==> src/core/ccwa_pkg.sv <==
package ccwa_pkg;

    // Bus placement and register byte offsets
    localparam logic [31:0] CCWA_BASE_ADDR = 32'h4000_5000;
    localparam int CCWA_AW = 12;
    localparam logic [11:0] CCWA_OFS_SECONDS = 12'h000;
    localparam logic [11:0] CCWA_OFS_MINUTES = 12'h004;
    localparam logic [11:0] CCWA_OFS_HOURS = 12'h008;
    localparam logic [11:0] CCWA_OFS_WEEKDAY = 12'h00C;
    localparam logic [11:0] CCWA_OFS_DAY = 12'h010;
    localparam logic [11:0] CCWA_OFS_MONTH = 12'h014;
    localparam logic [11:0] CCWA_OFS_YEAR = 12'h018;
    localparam logic [11:0] CCWA_OFS_CONTROL = 12'h01C;
    localparam logic [11:0] CCWA_OFS_AL0_MINUTE = 12'h020;
    localparam logic [11:0] CCWA_OFS_AL0_HOUR = 12'h024;
    localparam logic [11:0] CCWA_OFS_AL0_WEEKDAY = 12'h028;
    localparam logic [11:0] CCWA_OFS_AL1_MINUTE = 12'h02C;
    localparam logic [11:0] CCWA_OFS_AL1_HOUR = 12'h030;
    localparam logic [11:0] CCWA_OFS_AL1_DAY = 12'h034;
    localparam logic [11:0] CCWA_OFS_AL1_MONTH = 12'h038;
    localparam logic [11:0] CCWA_OFS_TIME_SNAP = 12'h050;
    localparam logic [11:0] CCWA_OFS_DATE_SNAP = 12'h054;
    localparam logic [11:0] CCWA_OFS_IRQ_STATUS = 12'h060;

    // Field widths
    localparam int CCWA_W_SEC = 7;
    localparam int CCWA_W_MIN = 7;
    localparam int CCWA_W_HOUR = 6;
    localparam int CCWA_W_WEEK = 3;
    localparam int CCWA_W_DAY = 6;
    localparam int CCWA_W_MONTH = 5;
    localparam int CCWA_W_YEAR = 8;

    // Counting ranges, BCD
    localparam logic [7:0] CCWA_SEC_MAX = 8'h59;
    localparam logic [7:0] CCWA_MIN_MAX = 8'h59;
    localparam logic [7:0] CCWA_HOUR_MAX = 8'h23;
    localparam logic [7:0] CCWA_WEEK_MIN = 8'h01;
    localparam logic [7:0] CCWA_WEEK_MAX = 8'h07;
    localparam logic [7:0] CCWA_DAY_MIN = 8'h01;
    localparam logic [7:0] CCWA_MONTH_MIN = 8'h01;
    localparam logic [7:0] CCWA_MONTH_MAX = 8'h12;
    localparam logic [7:0] CCWA_YEAR_MAX = 8'h99;
    localparam logic [7:0] CCWA_ZERO_MIN = 8'h00;
    localparam logic [7:0] CCWA_DAYS_31 = 8'h31;
    localparam logic [7:0] CCWA_DAYS_30 = 8'h30;
    localparam logic [7:0] CCWA_DAYS_29 = 8'h29;
    localparam logic [7:0] CCWA_DAYS_28 = 8'h28;

    // Reset values
    localparam logic [7:0] CCWA_RST_WEEK = 8'h07;
    localparam logic [7:0] CCWA_RST_DAY = 8'h01;
    localparam logic [7:0] CCWA_RST_MONTH = 8'h01;
    localparam logic [7:0] CCWA_RST_ZERO = 8'h00;

    // Control register fields
    localparam int CCWA_CTL_RUN = 0;
    localparam int CCWA_CTL_PSEL_LO = 1;
    localparam int CCWA_CTL_AL0_EN = 3;
    localparam int CCWA_CTL_AL1_EN = 4;
    localparam int CCWA_CTL_W = 5;

    // Interrupt status fields
    localparam int CCWA_ST_PERIODIC = 0;
    localparam int CCWA_ST_ALARM0 = 1;
    localparam int CCWA_ST_ALARM1 = 2;
    localparam int CCWA_ST_W = 3;

    // Time base: low-speed source rate in ticks per second
    localparam int CCWA_LS_TICKS_PER_SEC = 32768;

    typedef enum logic [1:0] {
        CCWA_PER_OFF,
        CCWA_PER_HALF_SEC,
        CCWA_PER_ONE_SEC,
        CCWA_PER_ONE_MIN
    } ccwa_period_t;

    typedef struct packed {
        logic [CCWA_W_YEAR-1:0] year;
        logic [CCWA_W_MONTH-1:0] month;
        logic [CCWA_W_DAY-1:0] day;
        logic [CCWA_W_WEEK-1:0] weekday;
        logic [CCWA_W_HOUR-1:0] hour;
        logic [CCWA_W_MIN-1:0] minute;
        logic [CCWA_W_SEC-1:0] second;
    } ccwa_time_t;

endpackage : ccwa_pkg

==> src/core/ccwa_prescaler.sv <==
`timescale 1ns/1ps
module ccwa_prescaler
    import ccwa_pkg::*;
#(
    parameter int DIV = CCWA_LS_TICKS_PER_SEC
) (
    input wire logic clock,
    input wire logic rst,
    input wire logic ce,
    input wire logic low_speed_tick,
    input wire logic clear,
    output logic half_pulse,
    output logic full_pulse
);

    localparam int CW = $clog2(DIV);
    localparam logic [CW-1:0] LAST = CW'(DIV - 1);
    localparam logic [CW-1:0] HALF = CW'(DIV / 2 - 1);

    typedef struct packed {
        logic [CW-1:0] count;
    } ccwa_pre_state_t;

    ccwa_pre_state_t q;
    ccwa_pre_state_t next_q;

    // One full period after a clear before the next second tick
    always_comb begin
        next_q = q;
        if (clear) begin
            next_q.count = '0;
        end else if (low_speed_tick) begin
            next_q.count = (q.count == LAST) ? '0 : q.count + CW'(1);
        end
    end

    assign full_pulse = ce && !clear && low_speed_tick && (q.count == LAST);
    assign half_pulse = ce && !clear && low_speed_tick && ((q.count == LAST) || (q.count == HALF));

    always_ff @(posedge clock) begin
        if (rst) begin
            q <= '0;
        end else if (ce) begin
            q <= next_q;
        end
    end

endmodule : ccwa_prescaler

==> src/core/ccwa_bcd_counter.sv <==
`timescale 1ns/1ps
module ccwa_bcd_counter
    import ccwa_pkg::*;
#(
    parameter int W = 7,
    parameter logic [7:0] MIN = 8'h00,
    parameter logic [7:0] RESET_VALUE = 8'h00
) (
    input wire logic clock,
    input wire logic rst,
    input wire logic ce,
    input wire logic inc,
    input wire logic load,
    input wire logic [W-1:0] load_value,
    input wire logic [7:0] max_value,
    output logic [W-1:0] value,
    output logic carry
);

    typedef struct packed {
        logic [W-1:0] value;
    } ccwa_cnt_state_t;

    ccwa_cnt_state_t q;
    ccwa_cnt_state_t next_q;

    function automatic logic [7:0] bcd_inc(input logic [7:0] v);
        if (v[3:0] == 4'h9) begin
            bcd_inc = {v[7:4] + 4'h1, 4'h0};
        end else begin
            bcd_inc = {v[7:4], v[3:0] + 4'h1};
        end
    endfunction : bcd_inc

    logic at_max;
    assign at_max = (8'(q.value) == max_value);
    // A software load suppresses the carry it would otherwise pass on
    assign carry = ce && inc && !load && at_max;
    assign value = q.value;

    always_comb begin
        next_q = q;
        if (load) begin
            next_q.value = load_value;
        end else if (inc) begin
            next_q.value = at_max ? W'(MIN) : W'(bcd_inc(8'(q.value)));
        end
    end

    always_ff @(posedge clock) begin
        if (rst) begin
            q.value <= W'(RESET_VALUE);
        end else if (ce) begin
            q <= next_q;
        end
    end

endmodule : ccwa_bcd_counter

==> src/core/ccwa_calendar_clock.sv <==
// Behaviour
// - Seconds: BCD 00..59 in bits 6:0, software read/write.
// - While running, seconds advance on each one-hertz tick.
// - Writing seconds or minutes restarts the time base prescaler.
// - Minutes: BCD 00..59 in bits 6:0, software read/write.
// - Seconds wrapping 59 to 00 advance minutes.
// - Counters reset only by power-on reset.
// - Register map: time/date 00..18, control 1C, alarms 20..38, status 60.
// - Power-on: weekday 7, day and month 1, all else zero.
// - Read-only time view at 50, date view at 54 reset 0x0001_0107.
// - Periodic event every half second, one second or one minute.
// - Alarm 0 fires on weekday, hour and minute match.
// - Alarm 1 fires on month, day, hour and minute match.
// - Day rollover follows month length with leap-year February.
// - Hours: BCD 00..23, advance on minute wrap.
// - Weekday 1..7, advances on hour wrap.
// - Day: BCD 01..31, advances on hour wrap.
`timescale 1ns/1ps
module ccwa_calendar_clock
    import ccwa_pkg::*;
#(
    parameter int PRESCALE_DIV = CCWA_LS_TICKS_PER_SEC
) (
    input wire logic clock,
    input wire logic rst,
    input wire logic ce,
    input wire logic low_speed_tick,
    input wire logic psel,
    input wire logic penable,
    input wire logic pwrite,
    input wire logic [CCWA_AW-1:0] paddr,
    input wire logic [31:0] pwdata,
    output logic [31:0] prdata,
    output logic pready,
    output logic pslverr,
    output logic periodic_event,
    output logic alarm0_event,
    output logic alarm1_event
);

    typedef struct packed {
        logic [CCWA_CTL_W-1:0] control;
        logic [CCWA_W_MIN-1:0] al0_minute;
        logic [CCWA_W_HOUR-1:0] al0_hour;
        logic [CCWA_W_WEEK-1:0] al0_weekday;
        logic [CCWA_W_MIN-1:0] al1_minute;
        logic [CCWA_W_HOUR-1:0] al1_hour;
        logic [CCWA_W_DAY-1:0] al1_day;
        logic [CCWA_W_MONTH-1:0] al1_month;
        logic [CCWA_ST_W-1:0] status;
        logic al0_match_prev;
        logic al1_match_prev;
        logic periodic_event;
        logic alarm0_event;
        logic alarm1_event;
        logic [31:0] rdata;
    } ccwa_state_t;

    ccwa_state_t q;
    ccwa_state_t next_q;
    ccwa_time_t now;

    logic access;
    logic wr;
    logic clock_run_enable;
    ccwa_period_t period_sel;
    logic half_pulse;
    logic full_pulse;
    logic prescaler_clear;
    logic sec_inc;
    logic sec_carry;
    logic min_carry;
    logic hour_carry;
    logic week_carry;
    logic day_carry;
    logic month_carry;
    logic year_carry;
    logic leap_year;
    logic [7:0] days_in_month;
    logic wr_sec;
    logic wr_min;
    logic wr_hour;
    logic wr_week;
    logic wr_day;
    logic wr_month;
    logic wr_year;
    logic mapped;
    logic read_only;
    logic periodic_hit;
    logic al0_match;
    logic al1_match;
    logic [31:0] read_word;

    assign clock_run_enable = q.control[CCWA_CTL_RUN];
    assign period_sel = ccwa_period_t'(q.control[CCWA_CTL_PSEL_LO +: 2]);

    // APB: zero wait states, so every access phase completes at once
    assign access = psel && penable;
    assign wr = access && pwrite;
    assign pready = 1'b1;

    always_comb begin
        mapped = 1'b1;
        read_only = 1'b0;
        case (paddr)
            CCWA_OFS_SECONDS, CCWA_OFS_MINUTES, CCWA_OFS_HOURS, CCWA_OFS_WEEKDAY,
            CCWA_OFS_DAY, CCWA_OFS_MONTH, CCWA_OFS_YEAR, CCWA_OFS_CONTROL,
            CCWA_OFS_AL0_MINUTE, CCWA_OFS_AL0_HOUR, CCWA_OFS_AL0_WEEKDAY,
            CCWA_OFS_AL1_MINUTE, CCWA_OFS_AL1_HOUR, CCWA_OFS_AL1_DAY,
            CCWA_OFS_AL1_MONTH, CCWA_OFS_IRQ_STATUS: mapped = 1'b1;
            CCWA_OFS_TIME_SNAP, CCWA_OFS_DATE_SNAP: read_only = 1'b1;
            default: mapped = 1'b0;
        endcase
    end

    assign pslverr = access && (!mapped || (pwrite && read_only));

    assign wr_sec = wr && (paddr == CCWA_OFS_SECONDS);
    assign wr_min = wr && (paddr == CCWA_OFS_MINUTES);
    assign wr_hour = wr && (paddr == CCWA_OFS_HOURS);
    assign wr_week = wr && (paddr == CCWA_OFS_WEEKDAY);
    assign wr_day = wr && (paddr == CCWA_OFS_DAY);
    assign wr_month = wr && (paddr == CCWA_OFS_MONTH);
    assign wr_year = wr && (paddr == CCWA_OFS_YEAR);

    // Any time or date write restarts the prescaler
    assign prescaler_clear = wr_sec || wr_min || wr_hour || wr_week || wr_day || wr_month || wr_year;

    ccwa_prescaler #(
        .DIV(PRESCALE_DIV)
    ) u_prescaler (
        .clock(clock),
        .rst(rst),
        .ce(ce),
        .low_speed_tick(low_speed_tick),
        .clear(prescaler_clear),
        .half_pulse(half_pulse),
        .full_pulse(full_pulse)
    );

    assign sec_inc = clock_run_enable && full_pulse;

    // Leap year when the two-digit BCD year divides by four
    assign leap_year = now.year[4] ? (now.year[3:0] == 4'h2 || now.year[3:0] == 4'h6)
                                   : (now.year[3:0] == 4'h0 || now.year[3:0] == 4'h4
                                      || now.year[3:0] == 4'h8);

    always_comb begin
        case (now.month)
            5'h02: days_in_month = leap_year ? CCWA_DAYS_29 : CCWA_DAYS_28;
            5'h04, 5'h06, 5'h09, 5'h11: days_in_month = CCWA_DAYS_30;
            default: days_in_month = CCWA_DAYS_31;
        endcase
    end

    // Each counter's load keeps only its own field, upper bits dropped
    ccwa_bcd_counter #(.W(CCWA_W_SEC), .MIN(CCWA_ZERO_MIN), .RESET_VALUE(CCWA_RST_ZERO)) u_sec (
        .clock(clock), .rst(rst), .ce(ce),
        .inc(sec_inc),
        .load(wr_sec),
        .load_value(pwdata[CCWA_W_SEC-1:0]),
        .max_value(CCWA_SEC_MAX),
        .value(now.second),
        .carry(sec_carry)
    );

    ccwa_bcd_counter #(.W(CCWA_W_MIN), .MIN(CCWA_ZERO_MIN), .RESET_VALUE(CCWA_RST_ZERO)) u_min (
        .clock(clock), .rst(rst), .ce(ce),
        .inc(sec_carry),
        .load(wr_min),
        .load_value(pwdata[CCWA_W_MIN-1:0]),
        .max_value(CCWA_MIN_MAX),
        .value(now.minute),
        .carry(min_carry)
    );

    ccwa_bcd_counter #(.W(CCWA_W_HOUR), .MIN(CCWA_ZERO_MIN), .RESET_VALUE(CCWA_RST_ZERO)) u_hour (
        .clock(clock), .rst(rst), .ce(ce),
        .inc(min_carry),
        .load(wr_hour),
        .load_value(pwdata[CCWA_W_HOUR-1:0]),
        .max_value(CCWA_HOUR_MAX),
        .value(now.hour),
        .carry(hour_carry)
    );

    ccwa_bcd_counter #(.W(CCWA_W_WEEK), .MIN(CCWA_WEEK_MIN), .RESET_VALUE(CCWA_RST_WEEK)) u_week (
        .clock(clock), .rst(rst), .ce(ce),
        .inc(hour_carry),
        .load(wr_week),
        .load_value(pwdata[CCWA_W_WEEK-1:0]),
        .max_value(CCWA_WEEK_MAX),
        .value(now.weekday),
        .carry(week_carry)
    );

    ccwa_bcd_counter #(.W(CCWA_W_DAY), .MIN(CCWA_DAY_MIN), .RESET_VALUE(CCWA_RST_DAY)) u_day (
        .clock(clock), .rst(rst), .ce(ce),
        .inc(hour_carry),
        .load(wr_day),
        .load_value(pwdata[CCWA_W_DAY-1:0]),
        .max_value(days_in_month),
        .value(now.day),
        .carry(day_carry)
    );

    ccwa_bcd_counter #(.W(CCWA_W_MONTH), .MIN(CCWA_MONTH_MIN), .RESET_VALUE(CCWA_RST_MONTH)) u_month (
        .clock(clock), .rst(rst), .ce(ce),
        .inc(day_carry),
        .load(wr_month),
        .load_value(pwdata[CCWA_W_MONTH-1:0]),
        .max_value(CCWA_MONTH_MAX),
        .value(now.month),
        .carry(month_carry)
    );

    // Year wraps 99 to 00; its carry goes nowhere
    ccwa_bcd_counter #(.W(CCWA_W_YEAR), .MIN(CCWA_ZERO_MIN), .RESET_VALUE(CCWA_RST_ZERO)) u_year (
        .clock(clock), .rst(rst), .ce(ce),
        .inc(month_carry),
        .load(wr_year),
        .load_value(pwdata[CCWA_W_YEAR-1:0]),
        .max_value(CCWA_YEAR_MAX),
        .value(now.year),
        .carry(year_carry)
    );

    always_comb begin
        case (period_sel)
            CCWA_PER_HALF_SEC: periodic_hit = clock_run_enable && half_pulse;
            CCWA_PER_ONE_SEC: periodic_hit = sec_inc;
            CCWA_PER_ONE_MIN: periodic_hit = sec_carry;
            default: periodic_hit = 1'b0;
        endcase
    end

    assign al0_match = q.control[CCWA_CTL_AL0_EN] && (now.weekday == q.al0_weekday)
                       && (now.hour == q.al0_hour) && (now.minute == q.al0_minute);
    assign al1_match = q.control[CCWA_CTL_AL1_EN] && (now.month == q.al1_month) && (now.day == q.al1_day)
                       && (now.hour == q.al1_hour) && (now.minute == q.al1_minute);

    always_comb begin
        read_word = 32'h0000_0000;
        case (paddr)
            CCWA_OFS_SECONDS: read_word[CCWA_W_SEC-1:0] = now.second;
            CCWA_OFS_MINUTES: read_word[CCWA_W_MIN-1:0] = now.minute;
            CCWA_OFS_HOURS: read_word[CCWA_W_HOUR-1:0] = now.hour;
            CCWA_OFS_WEEKDAY: read_word[CCWA_W_WEEK-1:0] = now.weekday;
            CCWA_OFS_DAY: read_word[CCWA_W_DAY-1:0] = now.day;
            CCWA_OFS_MONTH: read_word[CCWA_W_MONTH-1:0] = now.month;
            CCWA_OFS_YEAR: read_word[CCWA_W_YEAR-1:0] = now.year;
            CCWA_OFS_CONTROL: read_word[CCWA_CTL_W-1:0] = q.control;
            CCWA_OFS_AL0_MINUTE: read_word[CCWA_W_MIN-1:0] = q.al0_minute;
            CCWA_OFS_AL0_HOUR: read_word[CCWA_W_HOUR-1:0] = q.al0_hour;
            CCWA_OFS_AL0_WEEKDAY: read_word[CCWA_W_WEEK-1:0] = q.al0_weekday;
            CCWA_OFS_AL1_MINUTE: read_word[CCWA_W_MIN-1:0] = q.al1_minute;
            CCWA_OFS_AL1_HOUR: read_word[CCWA_W_HOUR-1:0] = q.al1_hour;
            CCWA_OFS_AL1_DAY: read_word[CCWA_W_DAY-1:0] = q.al1_day;
            CCWA_OFS_AL1_MONTH: read_word[CCWA_W_MONTH-1:0] = q.al1_month;
            CCWA_OFS_TIME_SNAP: read_word = {8'h00, 2'b00, now.hour, 1'b0, now.minute, 1'b0, now.second};
            CCWA_OFS_DATE_SNAP: read_word = {now.year, 3'b000, now.month, 2'b00, now.day, 5'b00000, now.weekday};
            CCWA_OFS_IRQ_STATUS: read_word[CCWA_ST_W-1:0] = q.status;
            default: read_word = 32'h0000_0000;
        endcase
    end

    always_comb begin
        next_q = q;
        // Read data is captured in the setup phase, one coherent snapshot per access
        if (psel && !penable) begin
            next_q.rdata = read_word;
        end
        if (wr) begin
            case (paddr)
                CCWA_OFS_CONTROL: next_q.control = pwdata[CCWA_CTL_W-1:0];
                CCWA_OFS_AL0_MINUTE: next_q.al0_minute = pwdata[CCWA_W_MIN-1:0];
                CCWA_OFS_AL0_HOUR: next_q.al0_hour = pwdata[CCWA_W_HOUR-1:0];
                CCWA_OFS_AL0_WEEKDAY: next_q.al0_weekday = pwdata[CCWA_W_WEEK-1:0];
                CCWA_OFS_AL1_MINUTE: next_q.al1_minute = pwdata[CCWA_W_MIN-1:0];
                CCWA_OFS_AL1_HOUR: next_q.al1_hour = pwdata[CCWA_W_HOUR-1:0];
                CCWA_OFS_AL1_DAY: next_q.al1_day = pwdata[CCWA_W_DAY-1:0];
                CCWA_OFS_AL1_MONTH: next_q.al1_month = pwdata[CCWA_W_MONTH-1:0];
                CCWA_OFS_IRQ_STATUS: next_q.status = q.status & ~pwdata[CCWA_ST_W-1:0];
                default: next_q.control = q.control;
            endcase
        end
        // Alarms fire once on entering the match, not every cycle of it
        next_q.al0_match_prev = al0_match;
        next_q.al1_match_prev = al1_match;
        next_q.periodic_event = periodic_hit;
        next_q.alarm0_event = al0_match && !q.al0_match_prev;
        next_q.alarm1_event = al1_match && !q.al1_match_prev;
        // New events win over a simultaneous write-one clear
        if (periodic_hit) begin
            next_q.status[CCWA_ST_PERIODIC] = 1'b1;
        end
        if (al0_match && !q.al0_match_prev) begin
            next_q.status[CCWA_ST_ALARM0] = 1'b1;
        end
        if (al1_match && !q.al1_match_prev) begin
            next_q.status[CCWA_ST_ALARM1] = 1'b1;
        end
    end

    // The only reset reaching this block is power-on; others leave it running
    always_ff @(posedge clock) begin
        if (rst) begin
            q <= '0;
        end else if (ce) begin
            q <= next_q;
        end
    end

    assign prdata = q.rdata;
    assign periodic_event = q.periodic_event;
    assign alarm0_event = q.alarm0_event;
    assign alarm1_event = q.alarm1_event;

endmodule : ccwa_calendar_clock

==> config.mk <==
export PLATFORM = sky130hd
export DESIGN_NAME = ccwa_calendar_clock
export DESIGN_NICKNAME = d
export VERILOG_FILES = /design/src/core/ccwa_pkg.sv /design/src/core/ccwa_prescaler.sv /design/src/core/ccwa_bcd_counter.sv /design/src/core/ccwa_calendar_clock.sv
export SDC_FILE = /design/constraint.sdc
export NUM_CORES = 1
export LEC_CHECK = 0
export ABC_CLOCK_PERIOD_IN_PS = 2750
export BUFFER_PORTS_ARGS = -buffer_cell sky130_fd_sc_hd__buf_2
export CAP_MARGIN = 10
export CORE_MARGIN = 2
export CORE_UTILIZATION = 60
export DETAILED_ROUTE_END_ITERATION = 10
export PLACE_DENSITY = 0.78
export SYNTH_ARGS = -nofsm -noshare
export SYNTH_HDL_FRONTEND = slang
export SYNTH_SLANG_ARGS = --single-unit
==> constraint.sdc <==
create_clock -name clock -period 2.75 [get_ports clock]
set_input_delay 0.4125 -clock clock [delete_from_list [all_inputs] [get_ports clock]]
set_output_delay 0.4125 -clock clock [all_outputs]
set_load 0.02 [all_outputs]
== After elaboration in Yosys (flattened, before gate mapping) ==
Index checks and enable logic that the tools add are counted.

* Bits of input ports: 51
* Word-level logic and storage cells: 261
* Output and inout port bits: 37
* Register bits: 142

* Bitwise gates (word level): 2
* Equal/unequal tests: 51
* Reductions and logical operators: 116
* Muxes and demuxes: 47
* Add/sub/neg operators: 14

{| class="wikitable"
|+ Operators by type and width
! cell !! count
|-
| equality test 12 x 6 -> 1 bit, second input constant || 7
|-
| two-way mux 7 bit || 8
|-
| AND reduction 3 bit || 17
|-
| equality test 12 x 5 -> 1 bit, second input constant || 4
|-
| two-way mux 6 bit || 8
|-
| case mux 24 bit (2 select lines) || 1
|-
| case mux 3 bit (16 select lines) || 1
|-
| two-way mux 15 bit || 3
|-
| logical AND 1 bit || 42
|-
| equality test 12 x 7 -> 1 bit, second input constant || 3
|-
| two-way mux 8 bit || 4
|-
| adder 4 x 1 -> 4 bit, second input constant || 7
|-
| equality test 4 bit, second input constant || 7
|-
| nonzero test 2 bit || 14
|-
| case mux 2 bit (13 select lines) || 1
|-
| equality test 12 x 4 -> 1 bit, second input constant || 2
|-
| equality test 6 bit || 4
|-
| two-way mux 5 bit || 4
|-
| AND reduction 2 bit || 9
|-
| nonzero test 3 bit || 6
|-
| OR reduction 18 bit || 1
|-
| adder 15 x 1 -> 15 bit, second input constant || 1
|-
| equality test 15 x 14 -> 1 bit, second input constant || 1
|-
| equality test 15 bit, second input constant || 1
|-
| other kinds (33) || 74
|}

== Logic depth before layout (Yosys ltp) ==
Gate-level depths: netlist of run 1.

* Word-level depth: 31
* Gate-level depth with buffers: 10
* Mapped depth without buffers: 9

== Modules after synthesis ==
Synthesis of run 1 repeated with hierarchy kept, for this count alone.

* Cell total of the unflattened synthesis: 1168
* Area total of the unflattened synthesis: 9436.6 um2

{| class="wikitable"
|+ Modules (own cells, without submodules)
! module !! cells each !! instances !! sequential area each (um2) !! area an instance (um2)
|-
| ccwa_calendar_clock || 645 || 1 || 1641.6 || 5103.6
|-
| ccwa_bcd_counter (u_min ...) || 67 || 2 || 140.1 || 556.8
|-
| ccwa_prescaler || 109 || 1 || 300.3 || 905.9
|-
| ccwa_bcd_counter (u_year) || 74 || 1 || 160.2 || 653.1
|-
| ccwa_bcd_counter (u_hour) || 66 || 1 || 120.1 || 535.5
|-
| ccwa_bcd_counter (u_day) || 61 || 1 || 120.1 || 491.7
|-
| ccwa_bcd_counter (u_month) || 52 || 1 || 100.1 || 410.4
|-
| ccwa_bcd_counter (u_week) || 27 || 1 || 60.1 || 222.7
|}

== Worst setup path after synthesis of run 1 ==
Ideal clock, no wire load.

* Path kind: in2out
* Start point: input port paddr[1]
* End point: output port pslverr
* Data arrival time: 2.253 ns
* Slack: 0.084 ns
* Data required time: 2.338 ns
* Stages on the path: 9
* Buffers on the path: 3
* Cell sequence: nor4_1 -> clkbuf_1 -> nand2_1 -> clkbuf_1 -> nor3_2 -> buf_2 -> nor2_1 -> o2111ai_1 -> nor2_1

* Word-level cells in the longest chain between the ends: 6
* Elaborated cells between the ends (all ways): 26
* Those cells by class: eq/ne: 17; mux: 2; reduce/logical: 7

{| class="wikitable"
|+ RTL lines
! what !! RTL line !! text
|-
| start, declared || ccwa_calendar_clock.sv:31 || <nowiki>input wire logic [CCWA_AW-1:0] paddr,</nowiki>
|-
| equality test 12 x 3 -> 1 bit, or another cell as far along || ccwa_calendar_clock.sv:105 || <nowiki>case (paddr)</nowiki>
|-
| OR reduction 18 bit (no line) / OR reduction 2 bit (equally long branches) || - ||
|-
| two-way mux 1 bit || ccwa_calendar_clock.sv:105 ||
|-
| zero test 1 bit / logical AND 1 bit (equally long branches) || ccwa_calendar_clock.sv:116 || <nowiki>assign pslverr = access && (!mapped || (pwrite && read_only));</nowiki>
|-
| logical OR 1 bit (*) || ccwa_calendar_clock.sv:116 ||
|-
| logical AND 1 bit (*) || ccwa_calendar_clock.sv:116 ||
|-
| end, declared || ccwa_calendar_clock.sv:35 || <nowiki>output logic pslverr,</nowiki>
|}

Mark *: on every way between the ends. The rest lies on a longest branch, timed or not.

== Final worst setup path of run 1 ==
* Start point: register u_prescaler.q[0] (netlist name)
* End point: register u_year.value[7] (netlist name)

* Word-level cells in the longest chain between the ends: 20

{| class="wikitable"
|+ RTL lines
! what !! RTL line !! text
|-
| start, declared || ccwa_prescaler.sv:24 || <nowiki>ccwa_pre_state_t q;</nowiki>
|-
| start signal, assigned || ccwa_prescaler.sv:44 || <nowiki>q <= next_q;</nowiki>
|-
| equality test 15 bit || ccwa_prescaler.sv:37 || <nowiki>assign full_pulse = ce && !clear && low_speed_tick && (q.count == LAST);</nowiki>
|-
| logical AND 1 bit || ccwa_prescaler.sv:37 ||
|-
| logical AND 1 bit || ccwa_calendar_clock.sv:141 || <nowiki>assign sec_inc = clock_run_enable && full_pulse;</nowiki>
|-
| logical AND 1 bit (15 in a row) || ccwa_bcd_counter.sv:38 || <nowiki>assign carry = ce && inc && !load && at_max;</nowiki>
|-
| nonzero test 2 bit (no line) || - ||
|-
| AND reduction 3 bit (no line) || - ||
|}

Every way passes these cells.
A chain may end at the register's enable or synchronous reset.

==> summary.md, run 1 <==
| Metric | Value |
|---|---|
| Share of layout cells above drive strength 1 | between 20% and 30% |
| Number of synthesized flops with an enable pin | 0 |
| CP required | 3.13 ns |
| Placer Congestion | between 1 and 1.5 |
| Routed Antenna Nets | 0 |
| Power share of the clock group | 51.9% |
| Die height | 126 um |
| Final WL | 31700 um |
| Post-layout min period | around 2.7 ns |
| Final hold violations | 0 |
| Nets | approximately 1300 |
| Core area | roughly 14000 sq um |
| Gr usage total | between 30% and 40% |
| Register-to-Register Path Depth | 11 |
| Hold path depth | 3 |
| Cell Area, Synth | a little under 9000 sq um |
| Peak VDD IR | approximately 0.4 mV |
| Run status | finished, final reports clean |
| Htree depth | 4 |
| Crit Path Max Fanout | 4 |
| Antenna Cells | 0 |
| Cts bufs inserted | 17 |
| Clk Tree Root Cell | clkbuf_16 |
| Area delta synth->final | 17.6% |
| Yosys reg bits | around 140 |
| Crit Path Class | reg2reg |
| NetSw | ~1.2 mW |
| # DRC | 0 |
| Starting Density | approximately 61% |
| Finished Cell Area | between 10000 and 15000 sq um |
| Max_slew headroom | 52.5% |
| Synth area leader | dfxtp_1 |
| DP Area | slightly below 10000 sq um |
| Cell Int Power | roughly 3.7 mW |
| Ys Warns | 0 |
| Seq pwr share | between 40% and 50% |
| Crit start category | flop |
| Crit-path slowest cell | a2111oi_0 |
| Tightest Hold Check Type | in2reg |
| Post-DP HPWL | between 20000 and 25000 um |
| Max-cap viol count | 0 |
| Vias in the first global route | ~9000 |
| Drt wl/cell | roughly 22 um |
| Clock skew | ~0.0093 ns |
| Comb pwr share | about 6.3% |
| Cell variety after synth | slightly below 90 |
| First-pass DRT Iterations | 6 |
| Largest net degree at the start of global routing | 47 |
| Switching Share | between 20 and 25% |
| Clock transition at path regs | roughly 0.06 ns |
| Mapped Cells | between 1000 and 1500 |
| Total gr overflow | 0 |
| Syn avg cell area | around 7.6 sq um |
| Num Clock Sinks | around 140 |
| Slowest stage delay, CP | between 0.4 and 0.5 ns |
| Top cell type's share of synthesized area | 31.3% |
| Max clock buf depth | 2 |
| Initial antenna violation count | 0 |
| Max Slew Vio Count | 0 |
| Vias | roughly 9700 |
| Synth top area cells | dfxtp_1 (31%), a21oi_1 (6.3%), nand2_1 (5.7%), nand3_1 (4.7%), nor2_1 (4.6%) |
| Vias per cell | approximately 6.7 |
| I/O pin total | 88 |
| Asr flop ratio synth | 0% |
| Arr. time, crit path | ~3 ns |
| Initial drt markers | between 1000 and 1500 |
| Die W | between 100 and 150 um |
| Fin crit share | between 90% and 100% |
| Crit path top cell by count | buf_4 |
| Power Density | roughly 470 nW/um^2 |
| Static Leak | just under 4 nW |
| Slew at the pin closest to its max-slew limit | a little over 0.7 ns |
| CP endpoint kind | flop |
| IO Port Bufs | 59 |
| Global-route wire length before repair | 49200 um |
| Die area | 15800 sq um |
| Crit path cell chain | ha_2 > nand4_1 > buf_4 > nor4_1 > buf_4 > o311ai_1 > nor4_2 > buf_4 > nand3_1 > a2111oi_0 > a211o_1 |
| CTS tree | built |
| Util after Layout | slightly above 70% |
| Clock latency on the worst-skew pair | between 0.4 and 0.5 ns |
| Count of standard-cell rows | 44 |
| Top_reg_cell synth | dfxtp_1 |
| Sequential area share after synthesis | 31.3% |
| Final setup viols | 0 |
| Fmax achieved | approximately 370 MHz |
## path summary, 6_finish.rpt
kind / start / to / slack, ns
worst max-delay path: u_prescaler.q[0]$_SDFFE_PP0P_ / u_year.value[7]$_SDFFE_PP0P_ / 0.06
worst min-delay path: pwdata[6] / q[63]$_SDFFE_PP0P_ / 0.33
worst max register to register: u_prescaler.q[0]$_SDFFE_PP0P_ / u_year.value[7]$_SDFFE_PP0P_ / 0.06
worst min register to register: prdata[29]$_SDFFE_PP0P_ / prdata[29]$_SDFFE_PP0P_ / 0.44
## cell families after synthesis
logic type | count (synthesis) | synth area share (%)
compound gates | 295 | 22.1
xor+xnor | 43 | 4.24
fa+ha+maj | 16 | 2.25
buf+inv | 142 | 7.65
flops | 139 | 31.3
mux | 29 | 3.34
other cells | 2 | 0.0846
simple gates | 496 | 29.0
## sequential cells by signal (all words and copies together) (netlist names)
register / cells
alarm0_event: 1
alarm1_event: 1
clock_run_enable: 1
period_sel: 2
periodic_event: 1
prdata: 29
q: 47
u_day.value: 6
u_hour.value: 6
u_min.value: 7
u_month.value: 5
u_prescaler.q: 15
u_sec.value: 7
u_week.value: 3
u_year.value: 8
## area by class of cell
class,instances,area (sq um)
clock buffer,20,457
clock inverter,12,185
fill,1200,4040
inverter,26,97.6
multi-input combinational,883,5470
sequential,139,2780
tap,184,230
timing repair buffer,182,1220
## worst max-delay path, delay by kind of cell, from the launching register on
family                   cells  cell delay, ns
AO/OA/AOI/OAI                3            0.72
AND/OR/NAND/NOR              4            0.82
adder cells (fa/ha/maj)      1            0.21
buffers and inverters        3            0.53
flip-flops                   1            0.34
## synthesized netlist by cell type, drive strengths merged, types with 4 or more instances
cell type,count
a211o,5
nand2,137
clkbuf,66
a221oi,21
mux2,5
a222oi,4
a21oi,113
nor3b,11
nor2,108
nor3,39
o22ai,7
xor2,14
or4,8
nand3b,9
o211ai,6
nand4,21
a211oi,13
a22o,7
mux2i,24
o21ai,41
a22oi,19
a21o,9
nand2b,12
and2,6
a31oi,6
inv,25
and3,10
nand3,83
o31ai,4
a41oi,5
buf,50
xnor2,29
dfxtp,139
ha,16
nor4b,6
nor4,21
or3,6
## power by group through the flow
stage	registers [mW]	clock network (mW)	logic, mW
3_3_place_gp	2.07	0	0.292
2_1_floorplan	2.07	0	0.186
5_1_grt	2.03	2.62	0.321
3_5_place_dp	2.07	0	0.294
6_report	2.03	2.52	0.306
4_1_cts	2.03	2.53	0.296
## metal layers
layer  track usage (%)  part of all wire (%)  vias up
met5                 0                     0        -
met4              23.4                   6.2        0
met3              9.09                    11      152
met2              62.4                    45      581
met1              49.9                    38     4563
li1                  -                     -     4395
## layout by cell type, fill, tap and decap left out, drive strengths merged, types with 19 or more instances in the layout
cell type and count:
a21oi 113, a221oi 21, a22oi 19, buf 182, clkbuf 20, dfxtp 139
inv 28, mux2i 24, nand2 137, nand3 83, nand4 21, nor2 108
nor3 39, nor4 21, o21ai 41, xnor2 29
## metrics by stage
stage,power [mW],setup TNS (ns),hold WS [ns],worst slack [ns],instances
5_1_grt,4.97,-0.0229,0.320,-0.0229,1446
4_1_cts,4.86,0,0.311,0.0122,1442
3_3_place_gp,2.37,-0.000946,0.435,-0.000946,1410
2_1_floorplan,2.26,0,0.426,0.0844,1164
6_report,4.86,0,0.330,0.0590,1446
3_5_place_dp,2.37,-0.0213,0.440,-0.0202,1410
## what timing repair did
action / 4_1_cts / 5_1_grt
endpoints found under the setup margin: 0 / 18
endpoints found under the hold margin: 0 / 0
setup buffers: 0 / 4
hold buffers: 0 / 0
resized for setup: 0 / 5
No activity file was read; power rests on OpenSTA's default activity.
==> inputs of run 2 (changes only) <==
--- a/config.mk
+++ b/config.mk
@@ -5,6 +5,7 @@
 export SDC_FILE = /design/constraint.sdc
 export NUM_CORES = 1
 export LEC_CHECK = 0
+export ABC_AREA = 1
 export ABC_CLOCK_PERIOD_IN_PS = 2750
 export BUFFER_PORTS_ARGS = -buffer_cell sky130_fd_sc_hd__buf_2
 export CAP_MARGIN = 10
==> run 2 against run 1 <==
Effect of this change:
- first-iteration DRC count is 10% higher
- combinational power decreased by 11%
- clock power down 7%
- critical path depth stayed put
- register-to-register slack improved by 0.25 ns
- hold slack better by 0.0015 ns
- routed wire length shrank 11%
- flip-flop and latch count unchanged
- die area shrank 6.7%
- synthesized area is 7.0% lower
- highest routed layer unchanged
==> summary.md, run 2 <==
| Metric | Value |
|---|---|
| Run status | finished, final reports clean |
| Hold EP | u_year.value[7]$_SDFFE_PP0P_ |
| Sequential area share after synthesis | 33.7% (+2.3 points) |
| RSZ-0062 raised after global routing | false |
| Max clock buf depth | 2 (unchanged) |
| Post-place setup slack | 0.290 ns (+0.310 ns) |
| Die height | 121 um (-3.4%) |
| Slew at the pin closest to its max-slew limit | 0.600 ns (-0.111 ns) |
| Routed Antenna Nets | 0 (unchanged) |
| Mapped Cells | 1184 (+1.9%) |
| Cts bufs inserted | 17 (unchanged) |
| CP endpoint kind | output port |
| Post-CTS setup buffers | 0 (unchanged) |
| Total gr overflow | 0 (unchanged) |
| Most frequent cells in the layout | nand2_1 (173), inv_1 (151), dfxtp_1 (139) |
| Core area | 13300 sq um (-7.8%) |
| Initial drt markers | 1414 (+10%) |
| CP delay by family, top | simple AND/OR/NAND/NOR gates |
| Top_reg_cell synth | dfxtp_1 |
| Top-count cell post-synth | nand2_1 |
| First-pass DRT Iterations | 6 (unchanged) |
| Crit path cell chain | buf_2 > nor2_1 > nand2_2 > inv_2 > buf_4 > nand3_1 > inv_1 > nor4_1 > nand4_1 > a21oi_1 > buf_2 |
| Nets | 1286 (-2.3%) |
| Count of standard-cell rows | 42 (-4.5%) |
| Die area | 14700 sq um (-6.7%) |
| Global-route wire length before repair | 43200 um (-12%) |
| Synth area leader | dfxtp_1 |
| CP required | 2.34 ns (-0.79 ns) |
| Placer Congestion | 1.03 (-2.7%) |
| CTS resizes | 0 (unchanged) |
| Clock transition at path regs | 0.06 ns (about the same) |
| CTS tree | built |
| Num Clock Sinks | 139 (unchanged) |
| Register-to-Register Path Depth | 14 (+3) |
| Fin worst setup slack | 0.218 ns (+0.159 ns) |
| Number of flip-flops under the largest register name | 47 (unchanged) |
| Crit Path Max Fanout | 11 (+7) |
| # DRC | 0 (unchanged) |
| Fmax achieved | 395 MHz (+6.3%) |
| Setup_tns | 0 ns (unchanged) |
| Worst hold start | pwdata[7] |
| Vias | 8838 (-8.8%) |
| Syn avg cell area | 6.98 sq um (-8.7%) |
| Commonest non-fill, non-tap cell in the layout | nand2_1 |
| Share of layout cells above drive strength 1 | 14.2% (-6.0 points) |
| Length of routed met2 wiring | 12000 um (-15%) |
| Crit start category | primary input |
| Die W | 121 um (-3.4%) |
| Antenna Cells | 0 (unchanged) |
| Placed insts | 1376 (-2.4%) |
| Worst R2R Start | u_prescaler.q[1]$_SDFFE_PP0P_ |
| Max-cap viol count | 0 (unchanged) |
| Fillers | 1174 (-2.2%) |
| Crit-path slowest cell | nor4_1 |
| Top cell type's share of synthesized area | 33.7% (+2.3 points) |
| Post-synth top cells | nand2_1 (173), inv_1 (152), dfxtp_1 (139) |
| Final hold violations | 0 (unchanged) |
| Reg2reg setup slack | 0.31 ns (+0.25 ns) |
| Cell variety after synth | 48 (-45%) |
| Crit path top cell by count | buf_2 |
| Drt wl/cell | 20.0 um (-9.0%) |
| Asr flop ratio synth | 0% (unchanged) |
| Fin crit share | 92.1% (-5.8 points) |
| Final setup viols | 0 (unchanged) |
| Post-DP HPWL | 20400 um (-11%) |
| Reg-to-reg endpoint | u_min.value[5]$_SDFFE_PP0P_ |
| Starting Density | 61.9% (+0.57 points) |
| Area delta synth->final | 11.4% |
| Synth top area cells | dfxtp_1 (34%), nand2_1 (7.9%), a21oi_1 (7.1%), inv_1 (6.9%), o21ai_0 (6.5%) |
| Clock skew | 0.00879 ns (-0.000520 ns) |
| M1 wire length | 11400 um (-6.3%) |
| Htree depth | 4 (unchanged) |
| DP Area | 8610 sq um (-12%) |
| Initial antenna violation count | 0 (unchanged) |
| Static Leak | 3.81 nW (-2.7%) |
| Arr. time, crit path | 2.12 ns (-0.95 ns) |
| Max Slew Vio Count | 0 (unchanged) |
| Crit Path Class | in2out |
| CP bufs+invs | 5 (+2) |
| Met3 WL | 3450 um (about the same) |
| Final WL | 28100 um (-11%) |
| Finished Cell Area | 9210 sq um (-12%) |
| Max_slew headroom | 59.5% (+7.0 points) |
| Yosys reg bits | 139 (unchanged) |
| Tightest Hold Check Type | in2reg |
| Gr usage total | 38.5% (-1.1 points) |
| Hold buffer count at cts | 0 (unchanged) |
| Cell Area, Synth | 8260 sq um (-7.0%) |
| IO Port Bufs | 59 (unchanged) |
| Ys Warns | 0 (unchanged) |
| Largest register by flop count | q |
| Clk Tree Root Cell | clkbuf_16 |
| Vias in the first global route | 7980 (-11%) |
| Clock latency on the worst-skew pair | 0.44 ns (about the same) |
| Hold path depth | 4 (+1) |
| Post-route insts no fill | 1408 (-2.6%) |
| Power Density | 506 nW/um^2 (+8.6%) |
| Slowest stage delay, CP | 0.24 ns (-0.20 ns) |
| Largest net degree at the start of global routing | 86 (+83%) |
| I/O pin total | 88 (unchanged) |
| Vias per cell | 6.28 (-6.3%) |
| Peak VDD IR | 0.419 mV (+4.5%) |
| Number of synthesized flops with an enable pin | 0 (unchanged) |
| DR top layer | met4 |
| Post-layout min period | 2.53 ns (-0.159 ns) |
## run 2: cell types whose count changed after synthesis, moves of 14 or more
cell,change
clkbuf_1,-36
inv_1,+127
mux2i_1,-24
nand2_1,+37
nand3_1,-29
nor2_1,-34
nor3_1,-23
o21ai_0,+70
o21ai_1,+20
o221ai_1,+14
o22ai_1,+50
xnor2_1,-21
## run 2: through the flow
step	hold slack (ns)	power, mW	utilization (%)
2_1_floorplan	0.439	2.26	-
3_3_place_gp	0.448	2.34	64.5
3_5_place_dp	0.454	2.35	64.5
4_1_cts	0.330	4.64	69.0
5_1_grt	0.369	4.75	69.0
6_report	0.331	4.65	69.0
## run 2: area by class of cell
cell class	instances	area (sq um)	area share [%]
clock inverter	6	83.8	0.911
timing repair buffer	86	523	5.68
inverter	164	616	6.69
multi-input combinational	811	4470	48.6
tap	176	220	2.39
clock buffer	26	509	5.53
sequential	139	2780	30.2
## run 2: worst register-to-register path, cell delays in order, from the launching register on
cell and delay, ns:
dfxtp_1 0.36, ha_1 0.21, nand2_2 0.08, nor2_4 0.10
nand3_2 0.12, nor2_4 0.16, nand2_2 0.09, nor3_4 0.17
nand3_2 0.14, nor2_2 0.18, nand2_1 0.16, nand2_1 0.14
nand3_2 0.15, o21ai_0 0.21, a21oi_1 0.06
## run 2: kinds of logic (layout without fill, tap and decap cells)
family | count (synthesis) | in the layout | synth area share (%)
AOI/OAI and AO/OA | 372 | 372 | 26.0
buffers and inverters | 236 | 282 | 12.4
other | 2 | 4 | 0.0909
DFF | 139 | 139 | 33.7
and+or+nand+nor | 387 | 387 | 22.0
adders and majority gates | 16 | 16 | 2.42
xor gates and xnor gates | 32 | 32 | 3.39
## run 2: worst max-delay path by stage
stage | cells past startpoint | from | slack (ns) | to
2_1_floorplan | 9 | paddr[11] | 0.53 | pslverr
4_1_cts | 11 | paddr[10] | 0.27 | pslverr
3_3_place_gp | 11 | paddr[11] | 0.30 | pslverr
6_report | 11 | paddr[10] | 0.22 | pslverr
3_5_place_dp | 11 | paddr[10] | 0.29 | pslverr
5_1_grt | 14 | u_prescaler.q[1]$_SDFFE_PP0P_ | 0.08 | u_hour.value[3]$_SDFFE_PP0P_
## run 2: power breakdown
group,switching [mW],internal (mW)
Sequential,0.00921,2.03
Clock,0.891,1.45
Combinational,0.200,0.0715
## run 2: layer usage
metal / track usage [%] / vias to the layer above
met3: 9.54 / 113
li1: - / 4119
met4: 17.1 / 0
met5: 0 / -
met2: 58.1 / 602
met1: 52.1 / 4004
==> inputs of run 3 (changes only) <==
--- a/config.mk
+++ b/config.mk
@@ -12,7 +12,9 @@
 export CORE_MARGIN = 2
 export CORE_UTILIZATION = 60
 export DETAILED_ROUTE_END_ITERATION = 10
-export PLACE_DENSITY = 0.78
+export PLACE_DENSITY = 0.77
+export REMOVE_ABC_BUFFERS = 1
 export SYNTH_ARGS = -nofsm -noshare
 export SYNTH_HDL_FRONTEND = slang
+export SYNTH_HIERARCHICAL = 1
 export SYNTH_SLANG_ARGS = --single-unit
==> run 3 against run 2 <==
Effect of this change:
- sequential share of layout area fell by 8.8 points
- hold slack improved by 0.00068 ns
- die area rose by 21%
- clock power rose by 4%
- register-to-register slack got worse by 0.93 ns
- routed wire length rose by 28%
- first-iteration DRC count rose by 18%
- count of clock-buffer cells in the layout fell by 4
- sequential power barely moved
- total power rose by 5.9%
- final area rose by 41%
- critical path type is now in2reg
- cell count rose by 51%
- the run now ends with negative setup slack left
==> summary.md, run 3 <==
| Metric | Value |
|---|---|
| Vias in the first global route | 11000 (+38%) |
| Post-DP HPWL | 24000 um (+17%) |
| Core area | 16500 sq um (+24%) |
| Post-route insts no fill | 2129 (+51%) |
| Max clock buf depth | 2 (unchanged) |
| Commonest non-fill, non-tap cell in the layout | nand2_1 |
| Nets | 1966 (+53%) |
| Num Clock Sinks | 139 (unchanged) |
| Vias | 11700 (+33%) |
| Placer Congestion | 0.998 (-3.4%) |
| CP required | 3.11 ns (+0.77 ns) |
| Cell Area, Synth | 10100 sq um (+22%) |
| Share of layout cells above drive strength 1 | 25.0% (+11 points) |
| CP endpoint kind | flop |
| Multi-input gate area | 6580 sq um (+47%) |
| Drt wl/cell | 16.9 um (-15%) |
| Post-place setup slack | -1.68 ns (-1.97 ns) |
| Global-route wire length before repair | 55900 um (+29%) |
| Max Slew Vio Count | 0 (unchanged) |
| Area delta synth->final | 28.8% |
| Static Leak | 6.36 nW (+67%) |
| CTS tree | built |
| Slowest stage delay, CP | 0.22 ns (-0.02 ns) |
| # DRC | 0 (unchanged) |
| Max-cap viol count | 0 (unchanged) |
| Number of flip-flops under the largest register name | 47 (unchanged) |
| Crit start category | primary input |
| Tightest Hold Check Type | in2reg |
| Post-layout min period | 3.65 ns (+1.12 ns) |
| Starting Density | 61.1% (-0.77 points) |
| Gr usage total | 39.7% (+1.2 points) |
| IO Port Bufs | 59 (unchanged) |
| Count of standard-cell rows | 47 (+12%) |
| First-pass DRT Iterations | 7 (+1) |
| Ys Warns | 6 (+6) |
| Cts bufs inserted | 17 (unchanged) |
| Initial drt markers | 1666 (+18%) |
| Syn avg cell area | 6.27 sq um (-10%) |
| Slew at the pin closest to its max-slew limit | 1.10 ns (+0.503 ns) |
| Htree depth | 4 (unchanged) |
| Clk Tree Root Cell | clkbuf_16 |
| Power Density | 379 nW/um^2 (-25%) |
| I/O pin total | 88 (unchanged) |
| Crit Path Max Fanout | 6 (-5) |
| RSZ-0062 raised after global routing | true |
| Arr. time, crit path | 4.01 ns (+1.89 ns) |
| Die W | 134 um (+10%) |
| Crit-path slowest cell | and3_4 |
| Crit Path Class | in2reg |
| Final WL | 36000 um (+28%) |
| Failing checks | negative setup slack |
| Mapped Cells | 1612 (+36%) |
| Die height | 134 um (+10%) |
| Clock latency on the worst-skew pair | 0.43 ns (about the same) |
| Vias per cell | 5.51 (-12%) |
| Util after Layout | 78.7% (+9.8 points) |
| Fin crit share | 133% (+41 points) |
| Max_slew headroom | 26.0% (-34 points) |
| Run status | finished with violations |
| Largest net degree at the start of global routing | 69 (-20%) |
| Total gr overflow | 0 (unchanged) |
| Die area | 17900 sq um (+21%) |
| Fillers | 1243 (+5.9%) |
| Most frequent cells in the layout | nand2_1 (401), inv_1 (197), buf_4 (181) |
| Peak VDD IR | 0.405 mV (-3.3%) |
| Initial antenna violation count | 0 (unchanged) |
| Crit path top cell by count | buf_4 |
| Fmax achieved | 274 MHz (-31%) |
| Largest register by flop count | q |
| Antenna Cells | 0 (unchanged) |
| Clock skew | 0.00840 ns (-0.000388 ns) |
| Placed insts | 2040 (+48%) |
| Final hold violations | 0 (unchanged) |
| Hold buffer count at cts | 0 (unchanged) |
| Register area | 2780 sq um (about the same) |
| Routed Antenna Nets | 0 (unchanged) |
| Final setup viols | 38 (+38) |
| Fin worst setup slack | -0.901 ns (-1.12 ns) |
| Clock transition at path regs | 0.06 ns (about the same) |
## run 3: worst max-delay path, delay by kind of cell
| family | cells | cell delay [ns] |
|---|---|---|
| AO/OA/AOI/OAI | 3 | 0.39 |
| AND/OR/NAND/NOR | 7 | 0.81 |
| buffers and inverters | 20 | 2.40 |
## run 3: path summary, 6_finish.rpt
check                                                   start                             to  slack, ns  cells past startpoint
worst min-delay path                                pwdata[7]   u_year/value[7]$_SDFFE_PP0P_       0.33                      5
worst min register to register         prdata[7]$_SDFFE_PP0P_         prdata[7]$_SDFFE_PP0P_       0.46                      2
worst max register to register  u_prescaler/q[0]$_SDFFE_PP0P_   u_year/value[5]$_SDFFE_PP0P_      -0.62                     25
worst max-delay path                                 paddr[9]  u_prescaler/q[3]$_SDFFE_PP0P_      -0.90                     30
## run 3: metal layers
layer,up-vias,GRT usage [%],wire length (um)
met1,5222,50.8,13600
li1,5593,-,-
met2,729,62.8,16200
met4,0,22.2,2330
met5,-,0,0
met3,191,7.69,3900
## run 3: power breakdown
group	internal (mW)	total [mW]	switching, mW	leakage [nW]
clock	1.55	2.43	0.881	0.296
combinational	0.151	0.453	0.302	4.94
sequential	2.03	2.04	0.00974	1.12
## run 3: per-stage QoR
stage	setup TNS, ns	power (mW)	instance area (sq um)	hold slack, ns
floorplan	-29.21	2.30	9950	0.434
global placement	-36.15	2.46	11500	0.451
detailed placement	-40.43	2.46	11500	0.452
CTS	-5.49	4.89	12700	0.329
global route	-23.06	5.05	13000	0.349
finish	-16.59	4.93	13000	0.332
## run 3: layout make-up
cell class	instances	area share (%)
Clock inverter	8	1.10
Multi-Input combinational cell	1248	50.6
Timing Repair Buffer	250	14.1
Inverter	242	7.10
Tap cell	220	2.12
Sequential cell	139	21.4
Clock buffer	22	3.57
## run 3: what timing repair did
item,CTS,global route
pin swaps,29,15
resized for setup,68,64
setup buffers,54,10
setup endpoints to repair,35,38
